## src/shared/adcc_pkg.sv

```systemverilog
// Purpose: Shared constants and types for the converter control block
// Assumes: APB with 32-bit data, one register per aligned word
// Notes: Offsets are printed byte addresses that are not all multiples of four, so they are indices
package adcc_pkg;
  localparam logic [7:0] ADCC_IDX_CSR = 8'h70;
  localparam logic [7:0] ADCC_IDX_RESH = 8'h71;
  localparam logic [7:0] ADCC_IDX_RESL = 8'h72;
  localparam int ADCC_ADDR_W = 12;
  localparam logic [7:0] ADCC_CSR_RST = 8'h00;
  localparam logic [9:0] ADCC_RES_RST = 10'h000;
  localparam int ADCC_BIT_DONE = 7;
  localparam int ADCC_BIT_SPEED = 6;
  localparam int ADCC_BIT_ON = 5;
  localparam int ADCC_DIV_SLOW = 4;
  localparam int ADCC_DIV_FAST = 2;
  localparam int ADCC_SAMPLE_TICKS = 2;
  localparam int ADCC_RES_BITS = 10;
  localparam logic [3:0] ADCC_STEP_RST = 4'h0;
  localparam logic [1:0] ADCC_DIV_RST = 2'h0;

  typedef enum logic [1:0] {ADCC_IDLE, ADCC_SAMPLE, ADCC_CONVERT} adcc_phase_t;

  typedef struct packed {
    logic [11:0] paddr;
    logic psel;
    logic penable;
    logic pwrite;
    logic [31:0] pwdata;
  } adcc_apb_req_t;

  typedef struct packed {
    logic [31:0] prdata;
    logic pready;
    logic pslverr;
  } adcc_apb_rsp_t;

  typedef struct packed {
    logic done;
    logic speed;
    logic on;
    logic [3:0] chan;
    logic [9:0] result;
    logic [9:0] sar;
    adcc_phase_t phase;
    logic [3:0] step;
    logic [1:0] div;
    logic [31:0] prdata;
  } adcc_state_t;
endpackage

```

## src/rtl/adcc_ctrl.sv

```systemverilog
// Purpose: Control/status and result registers of a 10-bit SAR converter, with its sequencer
// Assumes: mclk is the CPU clock; comparator answers in the same converter tick
// Notes: One-cycle APB answer; no interrupt output; continuous conversion while on
`timescale 1ns/1ps
module adcc_ctrl (
  input wire logic mclk,
  input wire logic sys_rst,
  input wire adcc_pkg::adcc_apb_req_t apb_req,
  output adcc_pkg::adcc_apb_rsp_t apb_rsp,
  input wire logic halt_mode,
  input wire logic cmp_above,
  output logic [3:0] channel_select,
  output logic channel_reserved,
  output logic converter_on,
  output logic sample_hold,
  output logic [9:0] dac_code
);
  import adcc_pkg::*;

  adcc_state_t s_q;
  adcc_state_t s_d;
  logic [ADCC_ADDR_W-3:0] widx;
  logic acc;
  logic wr_csr;
  logic rd_high;
  logic tick;
  logic [1:0] div_top;
  logic restart;
  logic [9:0] trial;
  logic [7:0] csr_val;

  assign widx = apb_req.paddr[ADCC_ADDR_W-1:2];
  assign acc = apb_req.psel && apb_req.penable;
  assign wr_csr = acc && apb_req.pwrite && widx == 10'(ADCC_IDX_CSR);
  assign rd_high = acc && !apb_req.pwrite && widx == 10'(ADCC_IDX_RESH);
  // Speed bit selects the converter tick rate from the CPU clock
  assign div_top = s_q.speed ? 2'(ADCC_DIV_FAST - 1) : 2'(ADCC_DIV_SLOW - 1);
  assign tick = s_q.div == div_top;
  assign trial = s_q.sar | (10'h001 << (4'(ADCC_RES_BITS - 1) - s_q.step));
  assign csr_val = {s_q.done, s_q.speed, s_q.on, 1'b0, s_q.chan};
  // Any status write restarts; a new channel also aborts the running conversion
  assign restart = wr_csr;

  always_comb begin
    s_d = s_q;
    s_d.div = tick ? ADCC_DIV_RST : s_q.div + 2'h1;
    if (wr_csr) begin
      s_d.speed = apb_req.pwdata[ADCC_BIT_SPEED];
      s_d.on = apb_req.pwdata[ADCC_BIT_ON];
      s_d.chan = apb_req.pwdata[3:0];
    end
    if (halt_mode) begin
      s_d.on = 1'b0;
    end
    // Sequencer: sample, then ten compare steps, then loop
    if (!s_d.on || restart) begin
      s_d.phase = s_d.on ? ADCC_SAMPLE : ADCC_IDLE;
      s_d.step = ADCC_STEP_RST;
      s_d.sar = ADCC_RES_RST;
      s_d.div = ADCC_DIV_RST;
    end else if (tick) begin
      unique case (s_q.phase)
        ADCC_IDLE: begin
          s_d.phase = ADCC_SAMPLE;
          s_d.step = ADCC_STEP_RST;
        end
        ADCC_SAMPLE: begin
          s_d.step = s_q.step + 4'h1;
          if (s_q.step == 4'(ADCC_SAMPLE_TICKS - 1)) begin
            s_d.phase = ADCC_CONVERT;
            s_d.step = ADCC_STEP_RST;
          end
        end
        ADCC_CONVERT: begin
          s_d.sar = cmp_above ? trial : s_q.sar;
          s_d.step = s_q.step + 4'h1;
          if (s_q.step == 4'(ADCC_RES_BITS - 1)) begin
            // Result lands only with all ten bits decided
            s_d.result = cmp_above ? trial : s_q.sar;
            s_d.sar = ADCC_RES_RST;
            s_d.step = ADCC_STEP_RST;
            s_d.phase = ADCC_SAMPLE;
          end
        end
      endcase
    end
    // Set wins over an upper-result read clear in the same cycle; a status write blocks the set
    if (rd_high || wr_csr) begin
      s_d.done = 1'b0;
    end
    if (s_q.on && !restart && tick && s_q.phase == ADCC_CONVERT &&
        s_q.step == 4'(ADCC_RES_BITS - 1) && s_d.on) begin
      s_d.done = 1'b1;
    end
    s_d.prdata = '0;
    if (apb_req.psel && !apb_req.penable && !apb_req.pwrite) begin
      if (widx == 10'(ADCC_IDX_CSR)) begin
        s_d.prdata = {24'h0, csr_val};
      end else if (widx == 10'(ADCC_IDX_RESH)) begin
        s_d.prdata = {24'h0, s_q.result[9:2]};
      end else if (widx == 10'(ADCC_IDX_RESL)) begin
        s_d.prdata = {24'h0, 6'h00, s_q.result[1:0]};
      end
    end
  end

  always_ff @(posedge mclk or posedge sys_rst) begin
    if (sys_rst) begin
      s_q <= '{done: 1'b0, speed: 1'b0, on: 1'b0, chan: 4'h0, result: ADCC_RES_RST, sar: ADCC_RES_RST,
               phase: ADCC_IDLE, step: ADCC_STEP_RST, div: ADCC_DIV_RST, prdata: 32'h0000_0000};
    end else begin
      s_q <= s_d;
    end
  end

  // Unmapped words read zero; no error so legacy code probing gaps does not fault
  assign apb_rsp.prdata = s_q.prdata;
  assign apb_rsp.pready = 1'b1;
  assign apb_rsp.pslverr = 1'b0;
  assign channel_select = s_q.chan;
  // Reserved codes still convert whatever the mux presents; flagged for the mux
  assign channel_reserved = (s_q.chan == 4'h6) || (s_q.chan == 4'h7) ||
                            (s_q.chan == 4'h9) || (s_q.chan == 4'hB);
  assign converter_on = s_q.on;
  assign sample_hold = s_q.phase == ADCC_SAMPLE;
  assign dac_code = s_q.phase == ADCC_CONVERT ? trial : ADCC_RES_RST;

  // Done flag: set by the sequencer, cleared only by software access
  done_set_a: assert property (@(posedge mclk) disable iff (sys_rst)
    $rose(s_q.done) |-> $past(s_q.phase) == ADCC_CONVERT && $past(s_q.step) == 4'h9)
    else $error("done flag rose outside the last compare step");

  done_tick_a: assert property (@(posedge mclk) disable iff (sys_rst)
    $rose(s_q.done) |-> $past(tick) && $past(converter_on))
    else $error("done flag rose without a converter tick");

  done_hold_a: assert property (@(posedge mclk) disable iff (sys_rst)
    s_q.done && !rd_high && !wr_csr |=> s_q.done)
    else $error("done flag dropped without a software access");

  done_clear_a: assert property (@(posedge mclk) disable iff (sys_rst)
    rd_high && !(tick && s_q.phase == ADCC_CONVERT && s_q.step == 4'h9) |=> !s_q.done)
    else $error("upper result read left the done flag set");

  wr_clear_a: assert property (@(posedge mclk) disable iff (sys_rst)
    wr_csr |=> !s_q.done)
    else $error("status write left the done flag set");

  // Converter tick rate
  div_rate_a: assert property (@(posedge mclk) disable iff (sys_rst)
    tick && !s_q.speed && !wr_csr |=> !tick ##1 !tick ##1 !tick)
    else $error("slow tick came sooner than every fourth clock");

  div_fast_a: assert property (@(posedge mclk) disable iff (sys_rst)
    tick && s_q.speed && !wr_csr |=> !tick)
    else $error("fast tick came on two clocks in a row");

  div_bound_a: assert property (@(posedge mclk) disable iff (sys_rst)
    s_q.div <= div_top)
    else $error("divider count ran past its terminal value");

  tick_gate_a: assert property (@(posedge mclk) disable iff (sys_rst)
    !converter_on |-> !tick)
    else $error("converter tick while the converter is off");

  speed_load_a: assert property (@(posedge mclk) disable iff (sys_rst)
    wr_csr |=> s_q.speed == $past(apb_req.pwdata[6]))
    else $error("speed bit did not take the written value");

  speed_hold_a: assert property (@(posedge mclk) disable iff (sys_rst)
    !wr_csr |=> $stable(s_q.speed))
    else $error("speed bit changed without a status write");

  // On bit and sequencer
  off_idle_a: assert property (@(posedge mclk) disable iff (sys_rst)
    wr_csr && !apb_req.pwdata[5] |=> s_q.phase == ADCC_IDLE && !converter_on)
    else $error("clearing the on bit did not stop the sequencer");

  on_load_a: assert property (@(posedge mclk) disable iff (sys_rst)
    wr_csr && !halt_mode |=> converter_on == $past(apb_req.pwdata[5]))
    else $error("on bit did not take the written value");

  on_hold_a: assert property (@(posedge mclk) disable iff (sys_rst)
    !wr_csr && !halt_mode |=> $stable(converter_on))
    else $error("on bit changed without a write or halt");

  off_quiet_a: assert property (@(posedge mclk) disable iff (sys_rst)
    !converter_on |-> s_q.phase == ADCC_IDLE && !sample_hold && dac_code == 10'h000)
    else $error("sequencer active while the converter is off");

  idle_wait_a: assert property (@(posedge mclk) disable iff (sys_rst)
    s_q.phase == ADCC_IDLE |-> !converter_on)
    else $error("converter on but sequencer idle");

  loop_a: assert property (@(posedge mclk) disable iff (sys_rst)
    tick && s_q.phase == ADCC_CONVERT && s_q.step == 4'h9 &&
      converter_on && !wr_csr && !halt_mode |=> sample_hold)
    else $error("no new sample after a finished conversion");

  sar_clear_a: assert property (@(posedge mclk) disable iff (sys_rst)
    tick && s_q.phase == ADCC_CONVERT && s_q.step == 4'h9 &&
      converter_on && !wr_csr && !halt_mode |=> s_q.sar == 10'h000 && s_q.step == 4'h0)
    else $error("approximation register not cleared for the next conversion");

  set_wins_a: assert property (@(posedge mclk) disable iff (sys_rst)
    tick && s_q.phase == ADCC_CONVERT && s_q.step == 4'h9 &&
      converter_on && !wr_csr && !halt_mode |=> s_q.done)
    else $error("finished conversion did not set the done flag");

  result_land_a: assert property (@(posedge mclk) disable iff (sys_rst)
    tick && s_q.phase == ADCC_CONVERT && s_q.step == 4'h9 && converter_on && !wr_csr && !halt_mode |=>
      s_q.result == ($past(cmp_above) ? $past(dac_code) : $past(s_q.sar)))
    else $error("result does not hold the last decided code");

  seq_order_a: assert property (@(posedge mclk) disable iff (sys_rst)
    $rose(s_q.phase == ADCC_CONVERT) |-> $past(s_q.phase) == ADCC_SAMPLE)
    else $error("compare phase entered without sampling");

  conv_entry_a: assert property (@(posedge mclk) disable iff (sys_rst)
    $rose(s_q.phase == ADCC_CONVERT) |-> $past(s_q.step) == 4'h1 && $past(tick))
    else $error("compare phase entered before two sample ticks");

  restart_a: assert property (@(posedge mclk) disable iff (sys_rst)
    wr_csr && apb_req.pwdata[5] && !halt_mode |=> sample_hold && !s_q.done)
    else $error("status write did not restart the conversion");

  abort_sar_a: assert property (@(posedge mclk) disable iff (sys_rst)
    wr_csr |=> s_q.sar == 10'h000 && s_q.step == 4'h0)
    else $error("status write did not abort the running conversion");

  // Channel select
  chan_load_a: assert property (@(posedge mclk) disable iff (sys_rst)
    wr_csr |=> channel_select == $past(apb_req.pwdata[3:0]))
    else $error("channel field did not take the written value");

  chan_hold_a: assert property (@(posedge mclk) disable iff (sys_rst)
    !wr_csr |=> $stable(channel_select))
    else $error("channel field changed without a status write");

  reserved_flag_a: assert property (@(posedge mclk) disable iff (sys_rst)
    channel_reserved == ((!channel_select[3] && channel_select[2:1] == 2'b11) ||
      (channel_select[3] && !channel_select[2] && channel_select[0])))
    else $error("reserved channel flag wrong for the selected code");

  // Register reads
  csr_read_a: assert property (@(posedge mclk) disable iff (sys_rst)
    apb_req.psel && !apb_req.penable && !apb_req.pwrite && widx == 10'h070 |=>
      apb_rsp.prdata == {24'h0, $past(s_q.done), $past(s_q.speed), $past(converter_on), 1'b0,
                         $past(channel_select)})
    else $error("status register read returned wrong fields");

  csr_upper_a: assert property (@(posedge mclk) disable iff (sys_rst)
    acc && !apb_req.pwrite && widx == 10'h070 |-> apb_rsp.prdata[31:8] == 24'h0 && !apb_rsp.prdata[4])
    else $error("status read shows bits that must read zero");

  high_read_a: assert property (@(posedge mclk) disable iff (sys_rst)
    apb_req.psel && !apb_req.penable && !apb_req.pwrite && widx == 10'h071 |=>
      apb_rsp.prdata == {24'h0, $past(s_q.result[9:2])})
    else $error("upper result read returned wrong bits");

  high_upper_a: assert property (@(posedge mclk) disable iff (sys_rst)
    acc && !apb_req.pwrite && widx == 10'h071 |-> apb_rsp.prdata[31:8] == 24'h0)
    else $error("upper result read shows bits above the byte");

  low_read_a: assert property (@(posedge mclk) disable iff (sys_rst)
    acc && widx == 10'h072 |-> apb_rsp.prdata[31:2] == 30'h0)
    else $error("lower result read shows forced-zero bits set");

  low_bits_a: assert property (@(posedge mclk) disable iff (sys_rst)
    apb_req.psel && !apb_req.penable && !apb_req.pwrite && widx == 10'h072 |=>
      apb_rsp.prdata[1:0] == $past(s_q.result[1:0]))
    else $error("lower result read returned wrong low bits");

  unmapped_a: assert property (@(posedge mclk) disable iff (sys_rst)
    apb_req.psel && !apb_req.penable && !apb_req.pwrite && widx != 10'h070 && widx != 10'h071 &&
      widx != 10'h072 |=> apb_rsp.prdata == 32'h0)
    else $error("unmapped word read returned non-zero data");

  ignore_wr_a: assert property (@(posedge mclk) disable iff (sys_rst)
    acc && apb_req.pwrite && widx != 10'h070 && !halt_mode |=>
      $stable(channel_select) && $stable(converter_on) && $stable(s_q.speed))
    else $error("write to a read-only word changed the status register");

  idle_prdata_a: assert property (@(posedge mclk) disable iff (sys_rst)
    !(apb_req.psel && !apb_req.penable) |=> apb_rsp.prdata == 32'h0)
    else $error("read data left standing outside an access");

  ready_a: assert property (@(posedge mclk) disable iff (sys_rst)
    apb_rsp.pready && !apb_rsp.pslverr)
    else $error("bus answer stalled or flagged an error");

  // Checked during reset itself, so no disable here
  reset_regs_a: assert property (@(posedge mclk)
    sys_rst |-> !s_q.done && !s_q.speed && !converter_on && channel_select == 4'h0 &&
      s_q.result == 10'h000 && apb_rsp.prdata == 32'h0)
    else $error("registers not all zero during reset");

  // Halt
  halt_off_a: assert property (@(posedge mclk) disable iff (sys_rst)
    halt_mode |=> !converter_on)
    else $error("halt left the converter on");

  halt_idle_a: assert property (@(posedge mclk) disable iff (sys_rst)
    halt_mode |=> s_q.phase == ADCC_IDLE && !sample_hold)
    else $error("halt left the sequencer running");

  // Conversion length
  step_sample_a: assert property (@(posedge mclk) disable iff (sys_rst)
    s_q.phase == ADCC_SAMPLE |-> s_q.step < 4'h2)
    else $error("sample phase ran past two ticks");

  step_conv_a: assert property (@(posedge mclk) disable iff (sys_rst)
    s_q.phase == ADCC_CONVERT |-> s_q.step <= 4'h9)
    else $error("compare phase ran past ten steps");

  result_stable_a: assert property (@(posedge mclk) disable iff (sys_rst)
    !(tick && s_q.phase == ADCC_CONVERT && s_q.step == 4'h9) |=> $stable(s_q.result))
    else $error("result changed before all ten bits were decided");

  dac_idle_a: assert property (@(posedge mclk) disable iff (sys_rst)
    s_q.phase != ADCC_CONVERT |-> dac_code == 10'h000)
    else $error("trial code driven outside the compare phase");

  dac_trial_a: assert property (@(posedge mclk) disable iff (sys_rst)
    s_q.phase == ADCC_CONVERT |-> dac_code != 10'h000)
    else $error("no trial bit set during the compare phase");

  done_c: cover property (@(posedge mclk) disable iff (sys_rst) $rose(s_q.done));
  fast_c: cover property (@(posedge mclk) disable iff (sys_rst) s_q.speed && $rose(s_q.done));
  clear_c: cover property (@(posedge mclk) disable iff (sys_rst) s_q.done && rd_high);
  halt_c: cover property (@(posedge mclk) disable iff (sys_rst) halt_mode && converter_on);
  abort_c: cover property (@(posedge mclk) disable iff (sys_rst) wr_csr && s_q.phase == ADCC_CONVERT);

endmodule // adcc_ctrl

```

## config.mk

```make
export PLATFORM = sky130hd
export DESIGN_NAME = adcc_ctrl
export DESIGN_NICKNAME = d
export VERILOG_FILES = /design/src/shared/adcc_pkg.sv /design/src/rtl/adcc_ctrl.sv
export SDC_FILE = /design/constraint.sdc
export NUM_CORES = 1
export LEC_CHECK = 0
export BUFFER_PORTS_ARGS = -buffer_cell sky130_fd_sc_hd__buf_2
export CORE_UTILIZATION = 38
export CTS_BUF_LIST = sky130_fd_sc_hd__clkbuf_16
export CTS_CLUSTER_DIAMETER = 60
export DETAILED_ROUTE_END_ITERATION = 10
export PLACE_DENSITY_LB_ADDON = 0.25
export SYNTH_ARGS = -nofsm -noshare
export SYNTH_HDL_FRONTEND = slang
export SYNTH_SLANG_ARGS = --single-unit
```

## constraint.sdc

```tcl
create_clock -name mclk -period 2.4 [get_ports mclk]
set_input_delay 0.36 -clock mclk [delete_from_list [all_inputs] [get_ports mclk]]
set_output_delay 0.36 -clock mclk [all_outputs]
set_load 0.03 [all_outputs]
```

# == Yosys cells after proc, flatten, opt, wreduce, memory -nomap -nowiden ==
# Cells that the tools add are included.
# Widths: inputs -> output; s select.
# word_totals
register_bits,67
input_bits,51
output_inout_bits,51
wordCells,78
# classes
add_sub_neg,3
eq_ne,14
shift,1
mux,20
n_bitwise,2
reduce_logical,28
# op_table
operator,count
$mux 16,3
$eq 10x7->1 const B,3
$mux 10,3
$mux 8,3
$pmux 6 s3,1
$eq 4x4->1 const B,3
$logic_and 1x1->1,12
$or 10x10->10,1
$shl 1x4->10 const A,1
$eq 4x3->1 const B,2
$mux 2,4
$mux 6,1
$reduce_bool 2->1,3
$logic_or 1x1->1,5
$mux 5,1
$add 4x1->4 const B,1
$eq 4x1->1 const B,1
$logic_not 1->1,4
$mux 1,4
$reduce_and 4->1,1
$sub 4x4->4 const A,1
$ne 3x1->1 const B,1
$ne 3x3->1 const B,1
$reduce_and 3->1,1
other kinds (7),7

# == Logic depth before layout (Yosys ltp) ==
# logic_depth
word_depth,10
depth_mapped,7
mapped_depth_nobuf,6

# == Worst setup path before layout ==
# Ideal clock, no wire load.
# synth_timing
kind,flip-flop to output port
startpoint,register s_q[35] in the netlist's numbering
endpoint,output dac_code[0]
arrival_ps,1816
t_required_ps,2040
path_slack_ps,224
stages_incl_launch_ff,8
n_path_buf,1
path_cell_list,dfrtp_1 -> inv_1 -> ha_1 -> xor2_1 -> nor2_1 -> clkbuf_1 -> a21oi_1 -> nor2_1
# synth_between
elab_chain_cells,4
# synth_rtl
element,line_no,rtl
"start, declared",adcc_ctrl.sv:20,adcc_state_t s_q;
"start signal, assigned",adcc_ctrl.sv:109,"s_q <= '{done: 1'b0, speed: 1'b0, on: 1'b0, chan: 4'h0, result: ADCC_RES_RST, sar: ADCC_RES_RST,"
$sub 4x4->4,adcc_ctrl.sv:39,assign trial = s_q.sar | (10'h001 << (4'(ADCC_RES_BITS - 1) - s_q.step));
$shl 1x4->10,adcc_ctrl.sv:39,
$or 10x10->10,adcc_ctrl.sv:39,
$mux 10,adcc_ctrl.sv:126,assign dac_code = s_q.phase == ADCC_CONVERT ? trial : ADCC_RES_RST;
"end, declared",adcc_ctrl.sv:16,output logic [9:0] dac_code
# Every way passes these cells.

# == Worst setup path after layout ==
# layout_timing
startpoint,register s_q[35] in the netlist's numbering
endpoint,output dac_code[6]
# Same word-level chain as after synthesis.

==> run metrics <==
outcome finished, final reports clean; initial antenna violation count 0; number of synthesized flops with an enable pin 0; vias 1942; diodes inserted 0; RR Startpoint s_q[35]$_DFFE_PP0P_; sequential share of the synthesized area 41.1%; share of the synthesized area in the top cell type 41.1%; Final Instance Area 2940 um2; pin count of the biggest net entering global routing 44; WL/cell 13.7 um; launch point of the worst path s_q[35]$_DFFE_PP0P_; setup TNS 0 ns; crit path DAT 1.90 ns; final hold violations 0; Worst Path Max Fanout 5; Die Height 85.0 um; vias in the first global route 1810; max incr delay on CP 0.44 ns; clk_lat worst skew 0.28 ns; area leader, netlist dfrtp_1; Remaining Overflow, GRT 0; Startpoint Class flip-flop; TritonCTS Buffers 5; final worst path period share 94.0%; Max Cap Violations 0; share of layout cells above drive strength 1 27.6%; IO buf count 47; VDD IR-drop max 0.000251 V; residual DRC count 0; CTS tree yes; hpwl dp 3.92 mm; Final Non-Filler Cells 385; clk slew on worst S/H paths 0.06 ns; Critical Path Slowest Stage Cell dfrtp_2; Crit. End Element primary output; Slew @ Worst Pin 0.583 ns; post-detailed-route count of antenna-violating nets 0; footprint of the multi-input gates 1220 um2; uppermost layer routed met4; first-pass GRT wire length 8.85 mm; Layout fillers 610; RSZ-0062 raised after global routing false; gpl congestion 0.800; f_max 443 MHz; total power 1.63 mW; largest cells by area after synthesis dfrtp_1 41%, buf_4 11%, nor2_1 3.9%; ys flop type dfrtp_1; clk buf depth 2; met2 WL post-DR 2.49 mm; TritonRoute pass-1 iters 4; DRT iter0 DRCs 70; Synth async-reset ratio 100%; metal1 wirelength 2.52 mm; Pins Over Slew Limit 0; #FFs+latches synth 43; leakage 1.36 nW; vias per std cell 5.04; final setup vio count 0; Met3 Wirelength 232 um; Placed Instance Area 2730 um2; die footprint 7220 um2; CP Class reg -> out; worst min path class in -> async; crit-path cells inv_1 -> ha_1 -> xor2_2 -> nor2_2 -> a21oi_1 -> nor2_1 -> buf_2; final-stage net count 366; Top-Level Pins 102; post-route minimum period 2.26 ns; yosys warns 0; PD cells 554 nW/um2; Gate Count Post-Synth 272; placed cell count 374; DIE WIDTH 85.0 um; Tot GR Track Use 15.5%; post-synthesis cell area 2620 um2; Core Rows 29; synthesized area per cell 9.62 um2; total core area 6490 um2; H-tree depth 2; Initial Util 40.3%; post-layout util 45.2%; Slew HR 61.0%; CTS sink cnt 43; Layout area overhead 12.2%; register area 1080 um2; final wirelength 5.27 mm; clk root buf clkbuf_16; Distinct cells, synth 53; clock skew 0.00254 ns; Worst EP required 2.04 ns
[report_power, final]
| group | switching [mW] | internal, mW | leakage, nW |
|---|---|---|---|
| Sequential | 0.00466 | 0.735 | 0.574 |
| Combinational | 0.0936 | 0.0259 | 0.707 |
| Clock | 0.277 | 0.490 | 0.0838 |
[cells in the mapped netlist, types with 2 or more instances]
library cell,count
a21oi_1,20
a22o_1,5
a31oi_1,11
a41oi_1,6
and3_1,3
buf_1,2
buf_2,2
buf_4,38
clkbuf_1,6
conb_1,2
dfrtp_1,43
ha_1,8
inv_1,23
mux2_2,5
mux2i_1,10
nand2_1,11
nand3_1,5
nand4_1,2
nor2_1,27
nor2b_1,2
nor4_1,2
nor4_4,2
o21ai_0,2
o22ai_1,2
o31ai_1,2
o32ai_1,3
xor2_1,2
[state kept, by name (all words and copies together) (netlist names)]
register        cells
converter_on        1
channel_select      4
s_q                28
apb_rsp             8
csr_val             2
[critical path: cells and delay by family, from the launching register on]
kind,cells,cell delay (ns)
flip-flops,1,0.44
XOR/XNOR,1,0.27
adder cells (fa/ha/maj),1,0.25
AND/OR/NAND/NOR,2,0.14
buffers and inverters,2,0.30
AO/OA/AOI/OAI,1,0.21
[cell type report]
cell class | instances | area share, %
Clock buffer | 5 | 4.26
Clock inverter | 3 | 1.49
Inverter | 23 | 2.94
Multi-Input combinational cell | 180 | 41.7
Sequential cell | 43 | 36.7
Tap cell | 77 | 3.28
Timing Repair Buffer | 54 | 9.71
[metrics by stage]
step                      worst slack (ns)  hold slack [ns]
after floorplan                      0.224            0.423
after global placement              0.0691            0.494
after detailed placement            0.0386            0.491
after CTS                           0.0106            0.237
after global routing                0.0237            0.267
final                                0.145            0.208
[path summary, 6_finish.rpt]
| kind | end | slack (ns) | cells past startpoint |
|---|---|---|---|
| max | dac_code[6] | 0.14 | 7 |
| min | apb_rsp[4]$_DFF_PP0_ | 0.21 | 3 |
| max reg2reg | s_q[43]$_DFFE_PP0P_ | 0.28 | 6 |
| min reg2reg | apb_rsp[8]$_DFF_PP0_ | 0.50 | 1 |
| max in group asynchronous | s_q[35]$_DFFE_PP0P_ | 1.79 | 3 |
| min in group mclk | channel_select[2]$_DFFE_PP0P_ | 0.31 | 2 |
[cells by family after synthesis]
family	count (synthesis)	synth area share, %
adders and majority gates	8	3.82
xor gates and xnor gates	3	1.00
and+or+nand+nor	72	17.2
AOI/OAI and AO/OA	56	14.3
other	2	0.287
DFF	43	41.1
muxes	15	5.98
buffers and inverters	73	16.3
[cell usage in the layout (no fill, tap or decap), drive strengths merged, types with 3 or more instances in the layout]
cell	count
nor4	5
buf	53
a41oi	6
a31oi	11
nand3	5
inv	23
mux2i	10
nand2	11
dfrtp	43
ha	8
nor2	27
clkbuf	6
o32ai	3
and3	3
mux2	5
a22o	5
a21oi	20
nor3	3
conb	26
[layer usage]
layer / vias up / GRT usage (%)
met5: - / 0
met4: 0 / 3.70
met1: 928 / 21.0
met2: 53 / 25.4
li1: 957 / -
met3: 4 / 3.50
[what timing repair did]
item                                    CTS  global route
gates resized for setup                   2             4
hold buffers                              0             0
cloned                                    0             0
endpoints found under the setup margin    4            10
pin swaps                                 0             1
setup buffers                             0             3
(Power assumes the default switching activity.)
